--- src/hw/epf_pkg.sv ---
// Constants, field layouts and the one helper function for the external bus pin function select block.
// Assumes one 100 MHz clock, a synchronous active-high reset and an APB register bus.
package epf_pkg;

  localparam int NUM_PORTS = 7;
  localparam int APB_AW    = 12;

  typedef logic [7:0]                epf_byte_type;
  typedef logic [NUM_PORTS-1:0][7:0] epf_ports_type;

  // Register byte offsets; each register is one aligned 32-bit word.
  localparam logic [11:0] OFF_CTRL    = 12'h000;
  localparam logic [11:0] OFF_STATUS  = 12'h004;
  localparam logic [11:0] OFF_PORT0   = 12'h010;
  localparam logic [11:0] OFF_PORT_END = 12'h02C;

  // Control register fields.
  localparam int          CTRL_W          = 6;
  localparam int          CTRL_UPPER_ADDR = 0;
  localparam int          CTRL_CLK_OUT    = 1;
  localparam int          CTRL_READY      = 2;
  localparam int          CTRL_HOLD       = 3;
  localparam int          CTRL_WRH        = 4;
  localparam int          CTRL_WRL        = 5;
  localparam logic [5:0]  CTRL_RESET      = 6'h00;

  // Port register fields: output data, direction (1 drives), pin level.
  localparam int PORT_OUT_LSB = 0;
  localparam int PORT_DIR_LSB = 8;
  localparam int PORT_PIN_LSB = 16;

  // Status register fields.
  localparam int ST_MODE_LSB = 0;
  localparam int ST_SINGLE   = 3;
  localparam int ST_MUXED    = 4;
  localparam int ST_BUS16    = 5;
  localparam int ST_HOLD_PIN = 6;
  localparam int ST_RDY_PIN  = 7;

  // Mode pin codes; any other code is taken as single-chip.
  localparam logic [2:0] MODE_SINGLE = 3'h0;
  localparam logic [2:0] MODE_NMUX8  = 3'h1;
  localparam logic [2:0] MODE_NMUX16 = 3'h2;
  localparam logic [2:0] MODE_MUX8   = 3'h3;
  localparam logic [2:0] MODE_MUX16  = 3'h4;

  // Open-drain port starts released so nothing is pulled low out of reset.
  localparam epf_ports_type GPIO_OUT_RESET = {8'hFF, 48'h0000_0000_0000};
  localparam epf_ports_type GPIO_DIR_RESET = {8'h00, 48'h0000_0000_0000};
  localparam epf_byte_type  BYTE_ZERO      = 8'h00;
  localparam epf_byte_type  BYTE_ONES      = 8'hFF;

  // Selects a function or the GPIO latch for a byte; result is {drive, value}.
  function automatic logic [15:0] pin_byte(input logic         sel,
                                           input epf_byte_type fval,
                                           input epf_byte_type fdrv,
                                           input epf_byte_type gval,
                                           input epf_byte_type gdir);
    pin_byte = sel ? {fdrv, fval} : {gdir, gval};
  endfunction : pin_byte

endpackage : epf_pkg

--- src/hw/epf_cfg_if.sv ---
// Carrier between the register file, the mode latch and the pin multiplexer.
// Assumes all three sit on the same clock.
`timescale 1ns/10ps
`default_nettype none
interface epf_cfg_if;
  import epf_pkg::*;
  logic [CTRL_W-1:0] ctrl;
  epf_ports_type     gpio_out;
  epf_ports_type     gpio_dir;
  epf_ports_type     pin_in;
  logic [2:0]        mode_code;
  logic              single_chip;
  logic              muxed;
  logic              bus16;
  logic              hold_pin;
  logic              ready_pin;

  modport regs (output ctrl, gpio_out, gpio_dir,
                input  pin_in, mode_code, single_chip, muxed, bus16, hold_pin, ready_pin);
  modport mode (output mode_code, single_chip, muxed, bus16);
  modport mux  (input  ctrl, gpio_out, gpio_dir, single_chip, muxed, bus16,
                output pin_in, hold_pin, ready_pin);
endinterface : epf_cfg_if
`default_nettype wire

--- src/hw/epf_mode.sv ---
// Latches the operating mode from the mode pins once after reset release.
// Assumes the mode pins are static and synchronous to the clock.
`timescale 1ns/10ps
`default_nettype none
module epf_mode (
  input  wire logic       i_clk,
  input  wire logic       i_srst,
  input  wire logic [2:0] i_mode_pins,
  epf_cfg_if.mode         cfg
);
  import epf_pkg::*;

  logic [2:0] code_q;
  logic       taken_q;

  // The pins are caught on the first edge after release, so a pin still settling
  // during reset cannot leave a half-decoded mode behind.
  always_ff @(posedge i_clk) begin
    if (i_srst) begin
      code_q  <= MODE_SINGLE;
      taken_q <= 1'b0;
    end else if (!taken_q) begin
      code_q  <= i_mode_pins;
      taken_q <= 1'b1;
    end
  end

  // Decoded mode flags; unused codes fall back to single-chip.
  assign cfg.mode_code   = code_q;
  assign cfg.muxed       = (code_q == MODE_MUX8) || (code_q == MODE_MUX16);
  assign cfg.bus16       = (code_q == MODE_NMUX16) || (code_q == MODE_MUX16);
  assign cfg.single_chip = !(cfg.muxed || cfg.bus16 || (code_q == MODE_NMUX8));
endmodule : epf_mode
`default_nettype wire

--- src/hw/epf_regs.sv ---
// APB slave holding the function enables and the GPIO latches of all seven ports.
// Assumes an APB master that holds its request until pready is seen high.
`timescale 1ns/10ps
`default_nettype none
module epf_regs (
  input  wire logic        i_clk,
  input  wire logic        i_srst,
  input  wire logic        i_psel,
  input  wire logic        i_penable,
  input  wire logic        i_pwrite,
  input  wire logic [11:0] i_paddr,
  input  wire logic [31:0] i_pwdata,
  output logic      [31:0] o_prdata,
  output logic             o_pready,
  output logic             o_pslverr,
  epf_cfg_if.regs          cfg
);
  import epf_pkg::*;

  logic [CTRL_W-1:0] ctrl_q;
  epf_ports_type     out_q;
  epf_ports_type     dir_q;
  logic [31:0]       prdata_q;
  logic              pready_q;
  logic              pslverr_q;
  logic [31:0]       rdata_d;

  // Address decode; the port window is eight aligned words.
  wire        aligned  = (i_paddr[1:0] == 2'h0);
  wire        hit_ctrl = (i_paddr == OFF_CTRL);
  wire        hit_stat = (i_paddr == OFF_STATUS);
  wire        hit_port = aligned && (i_paddr >= OFF_PORT0) && (i_paddr <= OFF_PORT_END);
  wire [11:0] port_off = i_paddr - OFF_PORT0;
  wire [2:0]  port_idx = port_off[4:2];
  wire        hit      = hit_ctrl || hit_stat || hit_port;
  wire        access   = i_psel && i_penable;
  wire        wr_fire  = access && pready_q && i_pwrite && hit;

  // Read data; unmapped and reserved bits read zero.
  always_comb begin
    rdata_d = 32'h0000_0000;
    if (hit_ctrl) begin
      rdata_d[CTRL_W-1:0] = ctrl_q;
    end else if (hit_stat) begin
      rdata_d[ST_MODE_LSB +: 3] = cfg.mode_code;
      rdata_d[ST_SINGLE]        = cfg.single_chip;
      rdata_d[ST_MUXED]         = cfg.muxed;
      rdata_d[ST_BUS16]         = cfg.bus16;
      rdata_d[ST_HOLD_PIN]      = cfg.hold_pin;
      rdata_d[ST_RDY_PIN]       = cfg.ready_pin;
    end else if (hit_port) begin
      rdata_d[PORT_OUT_LSB +: 8] = out_q[port_idx];
      rdata_d[PORT_DIR_LSB +: 8] = dir_q[port_idx];
      rdata_d[PORT_PIN_LSB +: 8] = cfg.pin_in[port_idx];
    end
  end

  // One wait state: pready rises in the second access cycle, and the write lands
  // on that same completing edge so the master never sees a half-done transfer.
  always_ff @(posedge i_clk) begin
    if (i_srst) begin
      ctrl_q    <= CTRL_RESET;
      out_q     <= GPIO_OUT_RESET;
      dir_q     <= GPIO_DIR_RESET;
      prdata_q  <= 32'h0000_0000;
      pready_q  <= 1'b0;
      pslverr_q <= 1'b0;
    end else begin
      pready_q <= access && !pready_q;
      if (access && !pready_q) begin
        prdata_q  <= rdata_d;
        pslverr_q <= !hit;
      end
      if (wr_fire && hit_ctrl) begin
        ctrl_q <= i_pwdata[CTRL_W-1:0];
      end
      if (wr_fire && hit_port) begin
        out_q[port_idx] <= i_pwdata[PORT_OUT_LSB +: 8];
        dir_q[port_idx] <= i_pwdata[PORT_DIR_LSB +: 8];
      end
    end
  end

  assign o_prdata     = prdata_q;
  assign o_pready     = pready_q;
  assign o_pslverr    = pslverr_q;
  assign cfg.ctrl     = ctrl_q;
  assign cfg.gpio_out = out_q;
  assign cfg.gpio_dir = dir_q;
endmodule : epf_regs
`default_nettype wire

--- src/hw/epf_top.sv ---
// Top of the external bus pin function select block: chooses, pin by pin, between
// the GPIO latches and the external bus functions, and registers every pin output.
// Assumes the bus controller inputs and all pin inputs are synchronous to I_CLOCK,
// and that the pad ring resolves each pin from its output and active-low enable.
`timescale 1ns/10ps
`default_nettype none
module epf_top (
  input  wire logic        I_CLOCK,
  input  wire logic        I_SRST,
  // APB register bus.
  input  wire logic        I_PSEL,
  input  wire logic        I_PENABLE,
  input  wire logic        I_PWRITE,
  input  wire logic [11:0] I_PADDR,
  input  wire logic [31:0] I_PWDATA,
  output logic      [31:0] O_PRDATA,
  output logic             O_PREADY,
  output logic             O_PSLVERR,
  // Static configuration and standby.
  input  wire logic [2:0]  I_MODE_SELECT_PINS,
  input  wire logic        I_HW_STANDBY_IN,
  // Internal bus controller side.
  input  wire logic [23:0] I_BUS_ADDR,
  input  wire logic [15:0] I_BUS_WDATA,
  input  wire logic        I_BUS_DATA_DRIVE,
  input  wire logic        I_BUS_ALE,
  input  wire logic        I_BUS_RD_N,
  input  wire logic        I_BUS_WRL_N,
  input  wire logic        I_BUS_WRH_N,
  input  wire logic        I_MACHINE_CLK,
  input  wire logic        I_HOLD_GRANT,
  output logic      [15:0] O_BUS_RDATA,
  output logic             O_EXT_READY,
  output logic             O_HOLD_REQUEST,
  // Port pins: input level, output value, active-low output enable.
  input  wire logic [7:0]  I_PORT0_GPIO_IN,
  output logic      [7:0]  O_PORT0_GPIO_OUT,
  output logic      [7:0]  O_PORT0_GPIO_OE_N,
  input  wire logic [7:0]  I_PORT1_GPIO_IN,
  output logic      [7:0]  O_PORT1_GPIO_OUT,
  output logic      [7:0]  O_PORT1_GPIO_OE_N,
  input  wire logic [7:0]  I_PORT2_GPIO_IN,
  output logic      [7:0]  O_PORT2_GPIO_OUT,
  output logic      [7:0]  O_PORT2_GPIO_OE_N,
  input  wire logic [7:0]  I_PORT3_GPIO_IN,
  output logic      [7:0]  O_PORT3_GPIO_OUT,
  output logic      [7:0]  O_PORT3_GPIO_OE_N,
  input  wire logic [7:0]  I_PORT4_GPIO_IN,
  output logic      [7:0]  O_PORT4_GPIO_OUT,
  output logic      [7:0]  O_PORT4_GPIO_OE_N,
  input  wire logic [7:0]  I_PORT5_GPIO_IN,
  output logic      [7:0]  O_PORT5_GPIO_OUT,
  output logic      [7:0]  O_PORT5_GPIO_OE_N,
  input  wire logic [7:0]  I_OPENDRAIN_PORT_IN,
  output logic      [7:0]  O_OPENDRAIN_PORT_OUT,
  output logic      [7:0]  O_OPENDRAIN_PORT_OE_N
);
  import epf_pkg::*;

  epf_cfg_if cfg ();

  // Mode latch.
  epf_mode u_mode (
    .i_clk       (I_CLOCK),
    .i_srst      (I_SRST),
    .i_mode_pins (I_MODE_SELECT_PINS),
    .cfg         (cfg.mode)
  );

  // Register file.
  epf_regs u_regs (
    .i_clk     (I_CLOCK),
    .i_srst    (I_SRST),
    .i_psel    (I_PSEL),
    .i_penable (I_PENABLE),
    .i_pwrite  (I_PWRITE),
    .i_paddr   (I_PADDR),
    .i_pwdata  (I_PWDATA),
    .o_prdata  (O_PRDATA),
    .o_pready  (O_PREADY),
    .o_pslverr (O_PSLVERR),
    .cfg       (cfg.regs)
  );

  // Pin levels go back to the register file for readback.
  assign cfg.pin_in = {I_OPENDRAIN_PORT_IN, I_PORT5_GPIO_IN, I_PORT4_GPIO_IN,
                       I_PORT3_GPIO_IN, I_PORT2_GPIO_IN, I_PORT1_GPIO_IN, I_PORT0_GPIO_IN};
  assign cfg.hold_pin  = I_PORT5_GPIO_IN[3];
  assign cfg.ready_pin = I_PORT5_GPIO_IN[1];

  // Mode and enable terms shared by the port selections.
  wire ext_bus   = !cfg.single_chip;
  wire non_mux   = ext_bus && !cfg.muxed;
  wire hold_on   = cfg.ctrl[CTRL_HOLD];
  // While the hold is enabled and granted the bus pins float so the other master can take them.
  wire bus_float = hold_on && I_HOLD_GRANT;
  wire bus_drive = !bus_float;

  // Multiplexed address/data: the address leaves while the latch strobe is high,
  // then the same pins carry write data. Trade-off: no turnaround gap is inserted,
  // the bus controller must leave one between address and read data.
  wire [15:0] ad_value = I_BUS_ALE ? I_BUS_ADDR[15:0] : I_BUS_WDATA;
  wire        ad_drive = (I_BUS_ALE || I_BUS_DATA_DRIVE) && bus_drive;
  wire        d_drive  = I_BUS_DATA_DRIVE && bus_drive;
  wire [15:0] dq_value = cfg.muxed ? ad_value : I_BUS_WDATA;
  wire        dq_drive = cfg.muxed ? ad_drive : d_drive;

  // Port 0: low data byte or low address/data byte.
  wire        p0_sel = ext_bus;
  wire [15:0] p0_d   = pin_byte(p0_sel, dq_value[7:0], {8{dq_drive}},
                                cfg.gpio_out[0], cfg.gpio_dir[0]);

  // Port 1: upper data byte only with a 16-bit non-multiplexed bus, always when muxed.
  wire        p1_sel = cfg.muxed || (non_mux && cfg.bus16);
  wire [15:0] p1_d   = pin_byte(p1_sel, dq_value[15:8], {8{dq_drive}},
                                cfg.gpio_out[1], cfg.gpio_dir[1]);

  // Ports 2 and 3: separate address outputs only when not multiplexed.
  wire [15:0] p2_d = pin_byte(non_mux, I_BUS_ADDR[7:0], {8{bus_drive}},
                              cfg.gpio_out[2], cfg.gpio_dir[2]);
  wire [15:0] p3_d = pin_byte(non_mux, I_BUS_ADDR[15:8], {8{bus_drive}},
                              cfg.gpio_out[3], cfg.gpio_dir[3]);

  // Port 4: upper address byte under software control.
  wire        p4_sel = cfg.ctrl[CTRL_UPPER_ADDR];
  wire [15:0] p4_d   = pin_byte(p4_sel, I_BUS_ADDR[23:16], {8{bus_drive}},
                                cfg.gpio_out[4], cfg.gpio_dir[4]);

  // Port 5: per-bit function selects, values and drives of the control pins.
  wire [7:0] p5_sel;
  wire [7:0] p5_fval;
  wire [7:0] p5_fdrv;
  assign p5_sel[0] = cfg.ctrl[CTRL_CLK_OUT];
  assign p5_sel[1] = cfg.ctrl[CTRL_READY];
  assign p5_sel[2] = hold_on;
  assign p5_sel[3] = hold_on;
  assign p5_sel[4] = ext_bus && cfg.bus16 && cfg.ctrl[CTRL_WRH];
  assign p5_sel[5] = cfg.ctrl[CTRL_WRL];
  assign p5_sel[6] = ext_bus;
  assign p5_sel[7] = ext_bus;
  assign p5_fval   = {I_BUS_ALE, I_BUS_RD_N, I_BUS_WRL_N, I_BUS_WRH_N,
                      1'b0, I_HOLD_GRANT, 1'b0, I_MACHINE_CLK};
  // Ready and hold request are inputs; the acknowledge keeps driving during hold.
  assign p5_fdrv   = {bus_drive, bus_drive, bus_drive, bus_drive, 1'b0, 1'b1, 1'b0, 1'b1};

  // Port 5 per-bit choice between function and GPIO.
  logic [15:0] p5_d;
  always_comb begin
    p5_d = 16'h0000;
    for (int b = 0; b < 8; b++) begin
      p5_d[b]     = p5_sel[b] ? p5_fval[b] : cfg.gpio_out[5][b];
      p5_d[b + 8] = p5_sel[b] ? p5_fdrv[b] : cfg.gpio_dir[5][b];
    end
  end

  // Open-drain port: value always low, enable only where the latch holds a zero.
  wire [7:0] od_oe_n_d = cfg.gpio_out[6];

  // Inputs from the pins towards the bus controller.
  wire ready_d = cfg.ctrl[CTRL_READY] ? I_PORT5_GPIO_IN[1] : 1'b1;
  wire hreq_d  = hold_on && I_PORT5_GPIO_IN[3];

  // Every pin output is registered; in standby all pins release.
  always_ff @(posedge I_CLOCK) begin
    if (I_SRST || I_HW_STANDBY_IN) begin
      O_PORT0_GPIO_OE_N     <= BYTE_ONES;
      O_PORT1_GPIO_OE_N     <= BYTE_ONES;
      O_PORT2_GPIO_OE_N     <= BYTE_ONES;
      O_PORT3_GPIO_OE_N     <= BYTE_ONES;
      O_PORT4_GPIO_OE_N     <= BYTE_ONES;
      O_PORT5_GPIO_OE_N     <= BYTE_ONES;
      O_OPENDRAIN_PORT_OE_N <= BYTE_ONES;
    end else begin
      O_PORT0_GPIO_OE_N     <= ~p0_d[15:8];
      O_PORT1_GPIO_OE_N     <= ~p1_d[15:8];
      O_PORT2_GPIO_OE_N     <= ~p2_d[15:8];
      O_PORT3_GPIO_OE_N     <= ~p3_d[15:8];
      O_PORT4_GPIO_OE_N     <= ~p4_d[15:8];
      O_PORT5_GPIO_OE_N     <= ~p5_d[15:8];
      O_OPENDRAIN_PORT_OE_N <= od_oe_n_d;
    end
  end

  // Output values and bus-side inputs.
  always_ff @(posedge I_CLOCK) begin
    if (I_SRST) begin
      O_PORT0_GPIO_OUT     <= BYTE_ZERO;
      O_PORT1_GPIO_OUT     <= BYTE_ZERO;
      O_PORT2_GPIO_OUT     <= BYTE_ZERO;
      O_PORT3_GPIO_OUT     <= BYTE_ZERO;
      O_PORT4_GPIO_OUT     <= BYTE_ZERO;
      O_PORT5_GPIO_OUT     <= BYTE_ZERO;
      O_OPENDRAIN_PORT_OUT <= BYTE_ZERO;
      O_BUS_RDATA          <= 16'h0000;
      O_EXT_READY          <= 1'b1;
      O_HOLD_REQUEST       <= 1'b0;
    end else begin
      O_PORT0_GPIO_OUT     <= p0_d[7:0];
      O_PORT1_GPIO_OUT     <= p1_d[7:0];
      O_PORT2_GPIO_OUT     <= p2_d[7:0];
      O_PORT3_GPIO_OUT     <= p3_d[7:0];
      O_PORT4_GPIO_OUT     <= p4_d[7:0];
      O_PORT5_GPIO_OUT     <= p5_d[7:0];
      O_OPENDRAIN_PORT_OUT <= BYTE_ZERO;
      O_BUS_RDATA          <= {I_PORT1_GPIO_IN, I_PORT0_GPIO_IN};
      O_EXT_READY          <= ready_d;
      O_HOLD_REQUEST       <= hreq_d;
    end
  end
endmodule : epf_top
`default_nettype wire

--- config.mk ---
export PLATFORM = sky130hd
export DESIGN_NAME = epf_top
export DESIGN_NICKNAME = d
export VERILOG_FILES = /design/src/hw/epf_pkg.sv /design/src/hw/epf_cfg_if.sv /design/src/hw/epf_mode.sv /design/src/hw/epf_regs.sv /design/src/hw/epf_top.sv
export SDC_FILE = /design/constraint.sdc
export NUM_CORES = 1
export LEC_CHECK = 0
export BUFFER_PORTS_ARGS = -buffer_cell sky130_fd_sc_hd__buf_2
export CAP_MARGIN = 20
export CORE_UTILIZATION = 38
export CTS_CLUSTER_SIZE = 40
export DETAILED_ROUTE_END_ITERATION = 12
export SYNTH_ARGS = -nofsm -noshare
export SYNTH_HDL_FRONTEND = slang
export SYNTH_SLANG_ARGS = --single-unit
--- constraint.sdc ---
create_clock -name I_CLOCK -period 1.78 [get_ports I_CLOCK]
set_input_delay 0.089 -clock I_CLOCK [delete_from_list [all_inputs] [get_ports I_CLOCK]]
set_output_delay 0.089 -clock I_CLOCK [all_outputs]
set_load 0.01 [all_outputs]
## Yosys cells after proc, flatten, opt, wreduce, memory -nomap -nowiden

Index checks and enable logic that the tools add are counted.

| word-level totals | value |
|---|---|
| bits in registers | 270 |
| output and inout bits | 164 |

| cells by class | value |
|---|---|
| add/sub/neg operators | 1 |
| magnitude comparators | 4 |
| equality and inequality tests | 5 |
| mux-type cells | 38 |
| bitwise operators | 7 |
| reduce and logical (&&, ||, !) cells | 37 |

Operator list:

| kind | count |
|---|---|
| $mux W16 | 8 |
| $bwmux W56 | 2 |
| $bmux W8 S3 | 3 |
| $not A8 Y8 | 6 |
| $mux W8 | 5 |
| $demux W8 S3 | 1 |
| $mux W24 | 1 |
| $logic_and A1 B1 Y1 | 18 |
| $mux W18 | 1 |
| $mux W1 | 16 |
| $eq A12 B3 Y1 const B | 1 |
| $ge A12 B5 Y1 const B | 1 |
| $le A12 B6 Y1 const B | 1 |
| $logic_not A12 Y1 | 1 |
| $logic_or A1 B1 Y1 | 9 |
| $eq A3 B2 Y1 const B | 2 |
| $mux W6 | 1 |
| $reduce_or A2 Y1 | 3 |
| $logic_not A1 Y1 | 5 |
| $sub A5 B5 Y5 const B | 1 |
| $lt A3 B4 Y1 const B | 1 |
| $eq A3 B1 Y1 const B | 1 |
| $eq A3 B3 Y1 const B | 1 |
| $ge A3 B1 Y1 const B | 1 |
| other kinds (2) | 2 |

## Logic depth before layout (Yosys ltp)

Gate-level depths: netlist of run 1.

| logic depth | value |
|---|---|
| word-level depth | 9 |
| depth in mapped cells | 8 |
| depth with buffers taken out | 4 |

## By module

Synthesis of run 1 repeated with hierarchy kept, for this count alone.

| second synthesis, totals | value |
|---|---|
| cell total of the unflattened synthesis | 1216 |
| area, all modules | 11355.9 µm² |

By module, submodules not included:

| module | times used | cells each | area each (µm²) | seq. area each (µm²) |
|---|---|---|---|---|
| epf_regs | 1 | 790 | 7184.4 | 2882.8 |
| epf_top | 1 | 409 | 4006.3 | 2442.3 |
| epf_mode | 1 | 17 | 165.2 | 80.1 |

## Worst setup path after synthesis of run 1

Ideal clock, no wire load.

| path | value |
|---|---|
| path kind | flip-flop to flip-flop |
| from | reg u_mode.code_q[0] (netlist: u_mode.cfg.mode_code[0]) |
| to | reg O_PORT1_GPIO_OE_N[5] |
| library setup time | 141 ps |
| arrival | 1687 ps |
| required time | 1639 ps |
| path slack | -48 ps |
| stages on the path, launching flop included | 8 |
| path buffers | 3 |
| clock period less this slack | 1828 ps |
| cells stage by stage | dfxtp_1 buf_2 or3b_2 a21bo_2 buf_6 a21oi_4 buf_4 o211ai_1 |

| between the ends | value |
|---|---|
| word-level cells in the longest chain between the ends | 9 |
| elaborated cells on any way between the ends | 15 |
| those cells by class | 4 x eq/ne; 2 x mux; 1 x bitwise; 8 x reduce/logical |

RTL lines:

| item | line | RTL |
|---|---|---|
| from (decl) | epf_mode.sv:13 | `logic [2:0] code_q;` |
| from (signal assigned) | epf_mode.sv:23 | `code_q <= i_mode_pins;` |
| $eq A3 B2 Y1 (tied with other cells) | epf_mode.sv:30 | `assign cfg.muxed = (code_q == MODE_MUX8) \|\| (code_q == MODE_MUX16);` |
| $logic_or A1 B1 Y1, on equally long branches | epf_mode.sv:30, epf_mode.sv:31 |  |
| $logic_or A1 B1 Y1 (2 in a row) | epf_mode.sv:32 | `assign cfg.single_chip = !(cfg.muxed \|\| cfg.bus16 \|\| (code_q == MODE_NMUX8));` |
| $logic_and A1 B1 Y1 | epf_top.sv:93 | `wire non_mux = ext_bus && !cfg.muxed;` |
| $logic_and A1 B1 Y1 | epf_top.sv:114 | `wire p1_sel = cfg.muxed \|\| (non_mux && cfg.bus16);` |
| $logic_or A1 B1 Y1 | epf_top.sv:114 |  |
| $mux W16 (*) | epf_pkg.sv:59 | `pin_byte = sel ? {fdrv, fval} : {gdir, gval};` |
| $not A8 Y8 (*) | epf_top.sv:175 | `O_PORT1_GPIO_OE_N <= ~p1_d[15:8];` |
| to (signal assigned) | epf_top.sv:175 |  |
| to (decl) | epf_top.sv:41 | `output logic [7:0] O_PORT1_GPIO_OE_N,` |

Mark *: on every way between the ends. The rest lies on a longest branch, timed or not.
A chain may end at the register's enable or synchronous reset.

## Worst setup path in the final report of run 1

| path | value |
|---|---|
| from | reg u_mode.code_q[1] (netlist: u_mode.cfg.mode_code[1]) |
| to | reg O_PORT0_GPIO_OUT[0] |

| between the ends | value |
|---|---|
| word-level cells in the longest chain between the ends | 5 |
| elaborated cells on any way between the ends | 10 |
| those cells by class | 4 x eq/ne; 2 x mux; 4 x reduce/logical |

RTL lines:

| item | line | RTL |
|---|---|---|
| $eq A3 B2 Y1 (tied with other cells) | epf_mode.sv:30 |  |
| $logic_or A1 B1 Y1, on equally long branches | epf_mode.sv:30, epf_mode.sv:31 |  |
| $logic_or A1 B1 Y1 (2 in a row) | epf_mode.sv:32 |  |
| $mux W16 (*) | epf_pkg.sv:59 |  |
| to (signal assigned) | epf_top.sv:198 | `O_PORT0_GPIO_OUT <= p0_d[7:0];` |
| to (decl) | epf_top.sv:37 | `output logic [7:0] O_PORT0_GPIO_OUT,` |

Marked as above.

==> metrics, run 1 <==
status completed; clk_skew around 0.0073 ns; Max-Cap Viols 0; min Tclk post-route approximately 1.7 ns; Post-Syn Instances 1,227; final setup TNS 0 ns; min-delay worst type input port to flop; Crit Path Class flop to flop; GRT overflow 0; cts bufs inserted 30; Detailed Route Iter0 Violations ~1,100; Placed Area 13,300 um2; commonest cells after routing, fill and taps aside buf_2 (285), dfxtp_1 (270), o21ai_0 (173); Die Y ~170 um; max_slew headroom 57.3%; Startpoint Class flop; Final #Nets between 1,500 and 2,000; EDFF count, synth 0; PnR Total Power approximately 14 mW; clock transition at the registers of the reported paths roughly 0.07 ns; site row count 62; ys async rst share 0%; Cell Area, Synth 11,300 um2; CP Data Arrival Time 2.14 ns; design area 15,400 um2; core area between 20,000 and 30,000 um2; Ports 320; CP Capture Type flop; final-report setup violation count 0; Synth Flop Type dfxtp_1; die area ~30,000 um2; peak supply drop 852 uV; Critical Path RT about 2.2 ns; post-synthesis sequential element count 270; vias per cell 5.47; global-route wire length before repair ~60,000 um; Cells on Worst Hold Path 4; Slew @ Worst Pin ~0.64 ns; clock share of power a little under half; pwr dens around 930 nW/um2; Leak just over 6 nW; unrepaired setup endpoints after global routing false; final WL 39,500 um; Slew Limit Fails 0; CTS tree yes; Total GRT Usage 25.2%; worst hold endpoint u_regs.o_prdata[20]$_SDFFE_PP0P_; share of cells above drive strength 1 between 20 and 30%; via count 11,000; FF-to-FF path depth 6; Pre-Repair DR Iteration Count 5; DRC 0; Crit-path slowest cell or3_1; PortBufs between 200 and 300; slack of the worst reg-to-reg path roughly 0.071 ns; sequential share of power roughly 43%; Initial Utilization 38.9%; Yosys warnings 0; slowest cell delay on critical path ~0.38 ns; worst hold margin 0.0179 ns; reg2reg end O_PORT0_GPIO_OUT[0]$_SDFF_PP0_; detailed-placement wirelength estimate 26,700 um; Logic pwr share 9.6%; sequence of cells on the critical path buf_4 > or3_1 > and2_1 > buf_12 > o21ai_0 > a21oi_1; # H-tree levels 1; RePlAce Congestion approximately 0.9; fillers between 2,000 and 3,000; vias in the first global route roughly 11,000; reg-to-reg startpoint u_mode.cfg.mode_code[1]$_SDFFE_PP0N_; Final Util between 50 and 60%; Worst-Skew Late Latency approximately 0.55 ns; register area share after synthesis 48.0%; leading cell type in the layout, fill and taps excluded buf_2; Internal Power about 11 mW; Tcrit/Tclk final about 96%; clk buf depth 3; pin count of the biggest net entering global routing approximately 120; final hold vios 0; P&R area growth vs syn 36.7%; NetSw between 3 and 4 mW; fmax a little under 600 MHz; die width 174 um; clock sink count 270; WL per Instance about 20 um; Worst Path Max Fanout 29; switch share about a quarter; Unique masters post-synth a little under 60; hold wc startpoint I_PORT5_GPIO_IN[4]; root buf cell clkbuf_16; post-route ant nets 0; initial antenna violation count 1; post-synthesis average cell area between 9 and 10 um2
==> registers in the layout (all words and copies together) (netlist names), 3 cells and up <==
register               flops
O_BUS_RDATA               16
O_OPENDRAIN_PORT_OE_N      8
O_PORT0_GPIO_OE_N          8
O_PORT0_GPIO_OUT           8
O_PORT1_GPIO_OE_N          8
O_PORT1_GPIO_OUT           8
O_PORT2_GPIO_OE_N          8
O_PORT2_GPIO_OUT           8
O_PORT3_GPIO_OE_N          8
O_PORT3_GPIO_OUT           8
O_PORT4_GPIO_OE_N          8
O_PORT4_GPIO_OUT           8
O_PORT5_GPIO_OE_N          8
O_PORT5_GPIO_OUT           8
u_mode.cfg.mode_code       3
u_regs.cfg.ctrl            6
u_regs.cfg.gpio_dir       56
u_regs.cfg.gpio_out       56
u_regs.o_prdata           24
==> per-stage QoR <==
step	setup slack, ns	instances
floorplan	0.0438	1242
global placement	0.0539	1848
detailed placement	0.0315	1848
CTS	0.0591	2000
global route	0.0168	2002
finish	0.0712	2002
==> routing by layer <==
| metal | GRT usage [%] | vias to the layer above | part of all wire, % |
|---|---|---|---|
| met5 | 0 | - | 0 |
| met4 | 8.22 | 0 | 2.8 |
| met3 | 5.36 | 75 | 8.9 |
| met2 | 39.7 | 542 | 46 |
| met1 | 34.2 | 5196 | 43 |
| li1 | - | 5139 | - |
==> power by group through the flow <==
stage          clock network [mW]  registers [mW]  logic (mW)
4_1_cts                      6.89            6.18        1.37
6_report                     6.80            6.18        1.39
2_1_floorplan                   0            6.37       0.590
3_5_place_dp                    0            6.32        1.19
3_3_place_gp                    0            6.32        1.19
5_1_grt                      7.18            6.19        1.48
==> area by class of cell <==
cell class / count / area [um2] / share of cell area [%]
clock inverters: 21 / 294 / 1.91
flip-flops and latches: 270 / 5410 / 35.1
repair buffers: 455 / 3130 / 20.4
diodes: 1 / 2.50 / 0.0163
clock buffers: 35 / 801 / 5.21
inverters: 7 / 26.3 / 0.171
well taps: 384 / 480 / 3.12
multi-input cells: 829 / 5240 / 34.1
==> kinds of logic after synthesis <==
kind of cell	Yosys count	synth area share (%)
AO/OA/AOI/OAI	407	20.7
XOR/XNOR	2	0.156
buffers and inverters	143	5.94
flip-flops	270	48.0
multiplexers	89	10.2
other	1	0.0333
AND/OR/NAND/NOR	315	14.9
==> what timing repair did <==
item | CTS | global route
gates resized for setup | 0 | 1
setup endpoints to repair | 0 | 12
endpoints found under the hold margin | 205 | 0
setup buffers | 0 | 1
hold buffers | 96 | 0
==> worst max-delay path by stage <==
stage               depth (start not counted)  slack [ns]                            startpoint                                   end
finish                                      6        0.07  u_mode.cfg.mode_code[1]$_SDFFE_PP0N_        O_PORT0_GPIO_OUT[0]$_SDFF_PP0_
global route                                6        0.02  u_mode.cfg.mode_code[1]$_SDFFE_PP0N_       O_PORT5_GPIO_OE_N[6]$_SDFF_PP1_
CTS                                         6        0.06  u_mode.cfg.mode_code[1]$_SDFFE_PP0N_        O_PORT0_GPIO_OUT[2]$_SDFF_PP0_
detailed placement                          6        0.03                            I_PADDR[7]      u_regs.o_prdata[16]$_SDFFE_PP0P_
global placement                            6        0.05                            I_PADDR[7]  u_regs.cfg.gpio_dir[37]$_SDFFE_PP0P_
floorplan                                   7        0.04            u_regs.o_pready$_SDFF_PP0_  u_regs.cfg.gpio_dir[54]$_SDFFE_PP0P_
==> synth_stat cells, types with 5 or more instances <==
cell,instances,area [um2]
nand3_1,122,611
o211ai_1,15,113
buf_4,21,158
o21ai_0,174,871
o2bb2ai_1,5,43.8
inv_1,7,26.3
and2_1,5,31.3
mux2_2,19,214
a21oi_1,137,686
buf_2,18,90.1
a211oi_1,8,60.1
nor2_1,36,135
mux2i_1,51,510
clkbuf_1,89,334
mux4_2,19,428
or3_1,10,62.6
nand2_1,69,259
a22o_1,8,70.1
a22oi_1,8,60.1
nor2b_1,28,175
o21a_1,10,75.1
a221oi_1,15,131
nand2b_1,9,56.3
o31ai_1,11,82.6
dfxtp_1,270,5410
==> critical path, delay by kind of cell (launching register included) <==
kind | cells | cell delay [ns]
simple gates | 2 | 0.58
compound gates | 2 | 0.35
buf+inv | 2 | 0.33
flops | 1 | 0.32
No activity file was read; power rests on OpenSTA's default activity.
==> inputs of run 2 (changes only) <==
Settings changed: ABC_AREA from default to 1.
==> metrics, run 2 <==
status completed (unchanged); Post-Syn Instances 1,527 (was 1,227); peak supply drop 657 uV (was 852 uV); Tcrit/Tclk final 95.4% (was 96.0%); clk buf depth 3 (unchanged); GRT overflow 0 (unchanged); Total GRT Usage 24.6% (was 25.2%); top-count cell post-synth nor2_1 (was dfxtp_1); Detailed Route Iter0 Violations 938 (was 1,101); global-route wire length before repair 58,300 um (was 60,100 um); final WL 38,200 um (was 39,500 um); commonest cells after routing, fill and taps aside nor2_1 (347), buf_2 (287), dfxtp_1 (270) (was buf_2 (285), dfxtp_1 (270), o21ai_0 (173)); Startpoint Class flop (unchanged); Unique masters post-synth 36 (was 59); leading cell type in the layout, fill and taps excluded nor2_1 (was buf_2); final setup TNS 0 ns (unchanged); clock transition at the registers of the reported paths 0.06 ns (was 0.07 ns); Crit Path Class flop to flop (unchanged); sequence of cells on the critical path buf_4 > nand2_1 > nand2_1 > nand2_1 > inv_1 > nor2_4 > inv_1 > buf_4 > o21ai_1 > nor2_1 (was buf_4 > or3_1 > and2_1 > buf_12 > o21ai_0 > a21oi_1); Die Y 173 um (was 174 um); Synth area leader dfxtp_1 (unchanged); reg-to-reg startpoint u_mode.cfg.mode_code[1]$_SDFFE_PP0N_ (unchanged); WL per Instance 16.5 um (was 19.7 um); die area 29,800 um2 (was 30,300 um2); cell depth of the worst setup path 10 (was 6); clock sink count 270 (unchanged); Final #Nets 2,068 (was 1,749); min Tclk post-route 1.70 ns (was 1.71 ns); detailed-placement wirelength estimate 27,000 um (was 26,700 um); # H-tree levels 1 (unchanged); RePlAce Congestion 0.872 (was 0.878); pwr dens 949 nW/um2 (was 934 nW/um2); post-synthesis average cell area 7.25 um2 (was 9.17 um2); Worst-Skew Late Latency 0.55 ns (about the same); Max-Cap Viols 0 (unchanged); CTS tree yes (unchanged); pin count of the biggest net entering global routing 58 (was 123); post-synthesis mux area share 0% (was 10.2%); PortBufs 287 (unchanged); initial antenna violation count 1 (unchanged); diode count 0 (was 1); die width 173 um (was 174 um); root buf cell clkbuf_16 (unchanged); share of cells above drive strength 1 22.6% (was 28.9%); P&R area growth vs syn 35.6% (was 36.7%); max_slew headroom 55.6% (was 57.3%); Synth top cells by count nor2_1 (348), dfxtp_1 (270), o21ai_0 (258), nand2_1 (228), inv_1 (105) (was dfxtp_1 (270), o21ai_0 (174), a21oi_1 (137), nand3_1 (122), clkbuf_1 (89)); core area 28,700 um2 (was 28,900 um2); Post-Synth Simple-Gate Area 24.8% (was 14.9%); vias in the first global route 10,700 (was 10,500); top cell type's share of synthesized area 48.8% (was 48.0%); cts bufs inserted 30 (unchanged); Initial Utilization 38.6% (was 38.9%); clk_skew 0.00778 ns (was 0.00733 ns); post-synthesis sequential element count 270 (unchanged); worst hold margin 0.0146 ns (was 0.0179 ns); vias per cell 4.91 (was 5.47); Leak 6.91 nW (was 6.11 nW); Pre-Repair DR Iteration Count 5 (unchanged); FF-to-FF path depth 10 (was 6); ys async rst share 0% (unchanged); Cell Area, Synth 11,100 um2 (was 11,300 um2); largest cells by area after synthesis dfxtp_1 (49%), nor2_1 (12%), o21ai_0 (12%), nand2_1 (7.7%), a21oi_1 (4.0%) (was dfxtp_1 (48%), o21ai_0 (7.7%), a21oi_1 (6.1%), nand3_1 (5.4%), mux2i_1 (4.5%)); register area share after synthesis 48.8% (was 48.0%); DRC 0 (unchanged); post-route ant nets 0 (unchanged); slack of the worst reg-to-reg path 0.08 ns (was 0.07 ns); Ports 320 (unchanged); final hold vios 0 (unchanged); largest family of logic cells by synthesized area simple AND/OR/NAND/NOR gates (was compound AO/OA/AOI/OAI gates); CP Launch Point u_mode.cfg.mode_code[1]$_SDFFE_PP0N_ (unchanged); site row count 62 (unchanged); reg2reg end O_PORT1_GPIO_OUT[5]$_SDFF_PP0_ (was O_PORT0_GPIO_OUT[0]$_SDFF_PP0_); Worst path top cell family by delay buffers and inverters (was simple AND/OR/NAND/NOR gates); CP endpoint O_PORT1_GPIO_OUT[5]$_SDFF_PP0_ (was O_PORT0_GPIO_OUT[0]$_SDFF_PP0_); Critical Path RT 2.21 ns (about the same); via count 11,400 (was 11,000); Final Util 52.3% (was 53.2%); CP Capture Type flop (unchanged); Worst Path Max Fanout 6 (was 29); Yosys warnings 0 (unchanged); Synth Area in Adders 0% (unchanged); worst path buffer plus inverter count 4 (was 2); fmax 589 MHz (was 585 MHz); final-report setup violation count 0 (unchanged); Synth Area in Compound Gates 17.4% (was 20.7%); Synth Flop Type dfxtp_1 (unchanged); CP Data Arrival Time 2.13 ns (was 2.14 ns); EDFF count, synth 0 (unchanged); Slew Limit Fails 0 (unchanged); Critical Path Most Common Cell nand2_1; xor/xnor share of the synthesized area 0% (was 0.156%); slowest cell delay on critical path 0.33 ns (was 0.38 ns); Crit-path slowest cell dfxtp_1 (was or3_1); Slew @ Worst Pin 0.659 ns (was 0.640 ns); min-delay worst type input port to flop (unchanged)
## run 2: changes by cell type after synthesis, sizes merged, moves of 35 or more
cell	previous run	this run
a21oi	138	90
clkbuf	89	54
inv	7	109
mux2i	51	0
nand2	69	235
nand3	122	62
nor2	36	354
o21ai	176	259
## run 2: routing by layer
layer | GRT usage [%] | routed length [um] | vias up
met1 | 31.6 | 16100 | 5159
met5 | 0 | 13 | -
met3 | 3.39 | 2510 | 83
met4 | 9.18 | 1340 | 2
li1 | - | - | 5636
met2 | 42.1 | 18200 | 493
## run 2: cells by family after synthesis
logic type / Yosys count
flip-flops: 270
AO/OA/AOI/OAI: 371
buffers and inverters: 220
other: 1
AND/OR/NAND/NOR: 665
## run 2: how the worst min path moves through the flow
stage / slack (ns) / cells after the start / end / start
CTS: 0.002 / 5 / u_regs.o_prdata[23]$_SDFFE_PP0P_ / I_PORT4_GPIO_IN[7]
global route: 0.03 / 3 / O_PORT5_GPIO_OUT[2]$_SDFF_PP0_ / I_HOLD_GRANT
global placement: 0.30 / 3 / O_BUS_RDATA[9]$_SDFF_PP0_ / I_PORT1_GPIO_IN[1]
detailed placement: 0.31 / 3 / O_BUS_RDATA[9]$_SDFF_PP0_ / I_PORT1_GPIO_IN[1]
finish: 0.01 / 3 / O_PORT5_GPIO_OE_N[5]$_SDFF_PP1_ / I_HOLD_GRANT
floorplan: 0.20 / 2 / O_BUS_RDATA[10]$_SDFF_PP0_ / I_PORT1_GPIO_IN[2]
## run 2: metrics by stage
step | instances | power [mW] | area [um2] | worst slack (ns)
3_5_place_dp | 2177 | 7.94 | 13100 | -0.0277
3_3_place_gp | 2177 | 7.93 | 13100 | -0.0213
4_1_cts | 2312 | 14.3 | 15000 | 0.0119
6_report | 2315 | 14.2 | 15000 | 0.0816
2_1_floorplan | 1542 | 7.17 | 11100 | 0.317
5_1_grt | 2315 | 14.7 | 15000 | -0.00811
## run 2: area by class of cell
cell class,count,area (um2)
Tap cell,384,480
Sequential cell,270,5410
Multi-Input combinational cell,1052,4730
Inverter,117,448
Clock buffer,46,892
Timing Repair Buffer,441,2940
Fill cell,2846,13700
Clock inverter,5,103
## run 2: power by group
part	switching (mW)	internal, mW	total, mW
Sequential	0.0516	6.21	6.26
Combinational	1.02	0.695	1.71
Clock	2.42	3.84	6.26
## run 2: worst reg2reg max path, stage by stage, from the launching register on
cell and delay, ns:
dfxtp_1 0.33, buf_4 0.14, nand2_1 0.06, nand2_1 0.05, nand2_1 0.13, inv_1 0.10
nor2_4 0.18, inv_1 0.12, buf_4 0.17, o21ai_1 0.22, nor2_1 0.09
## run 2: timing repair
action	in CTS	in global routing
buffers inserted	0	3
pin swaps	0	1
endpoints found under the hold margin	191	0
setup endpoints to repair	1	40
cloned	0	0
gates resized for setup	1	7
hold buffers	84	0
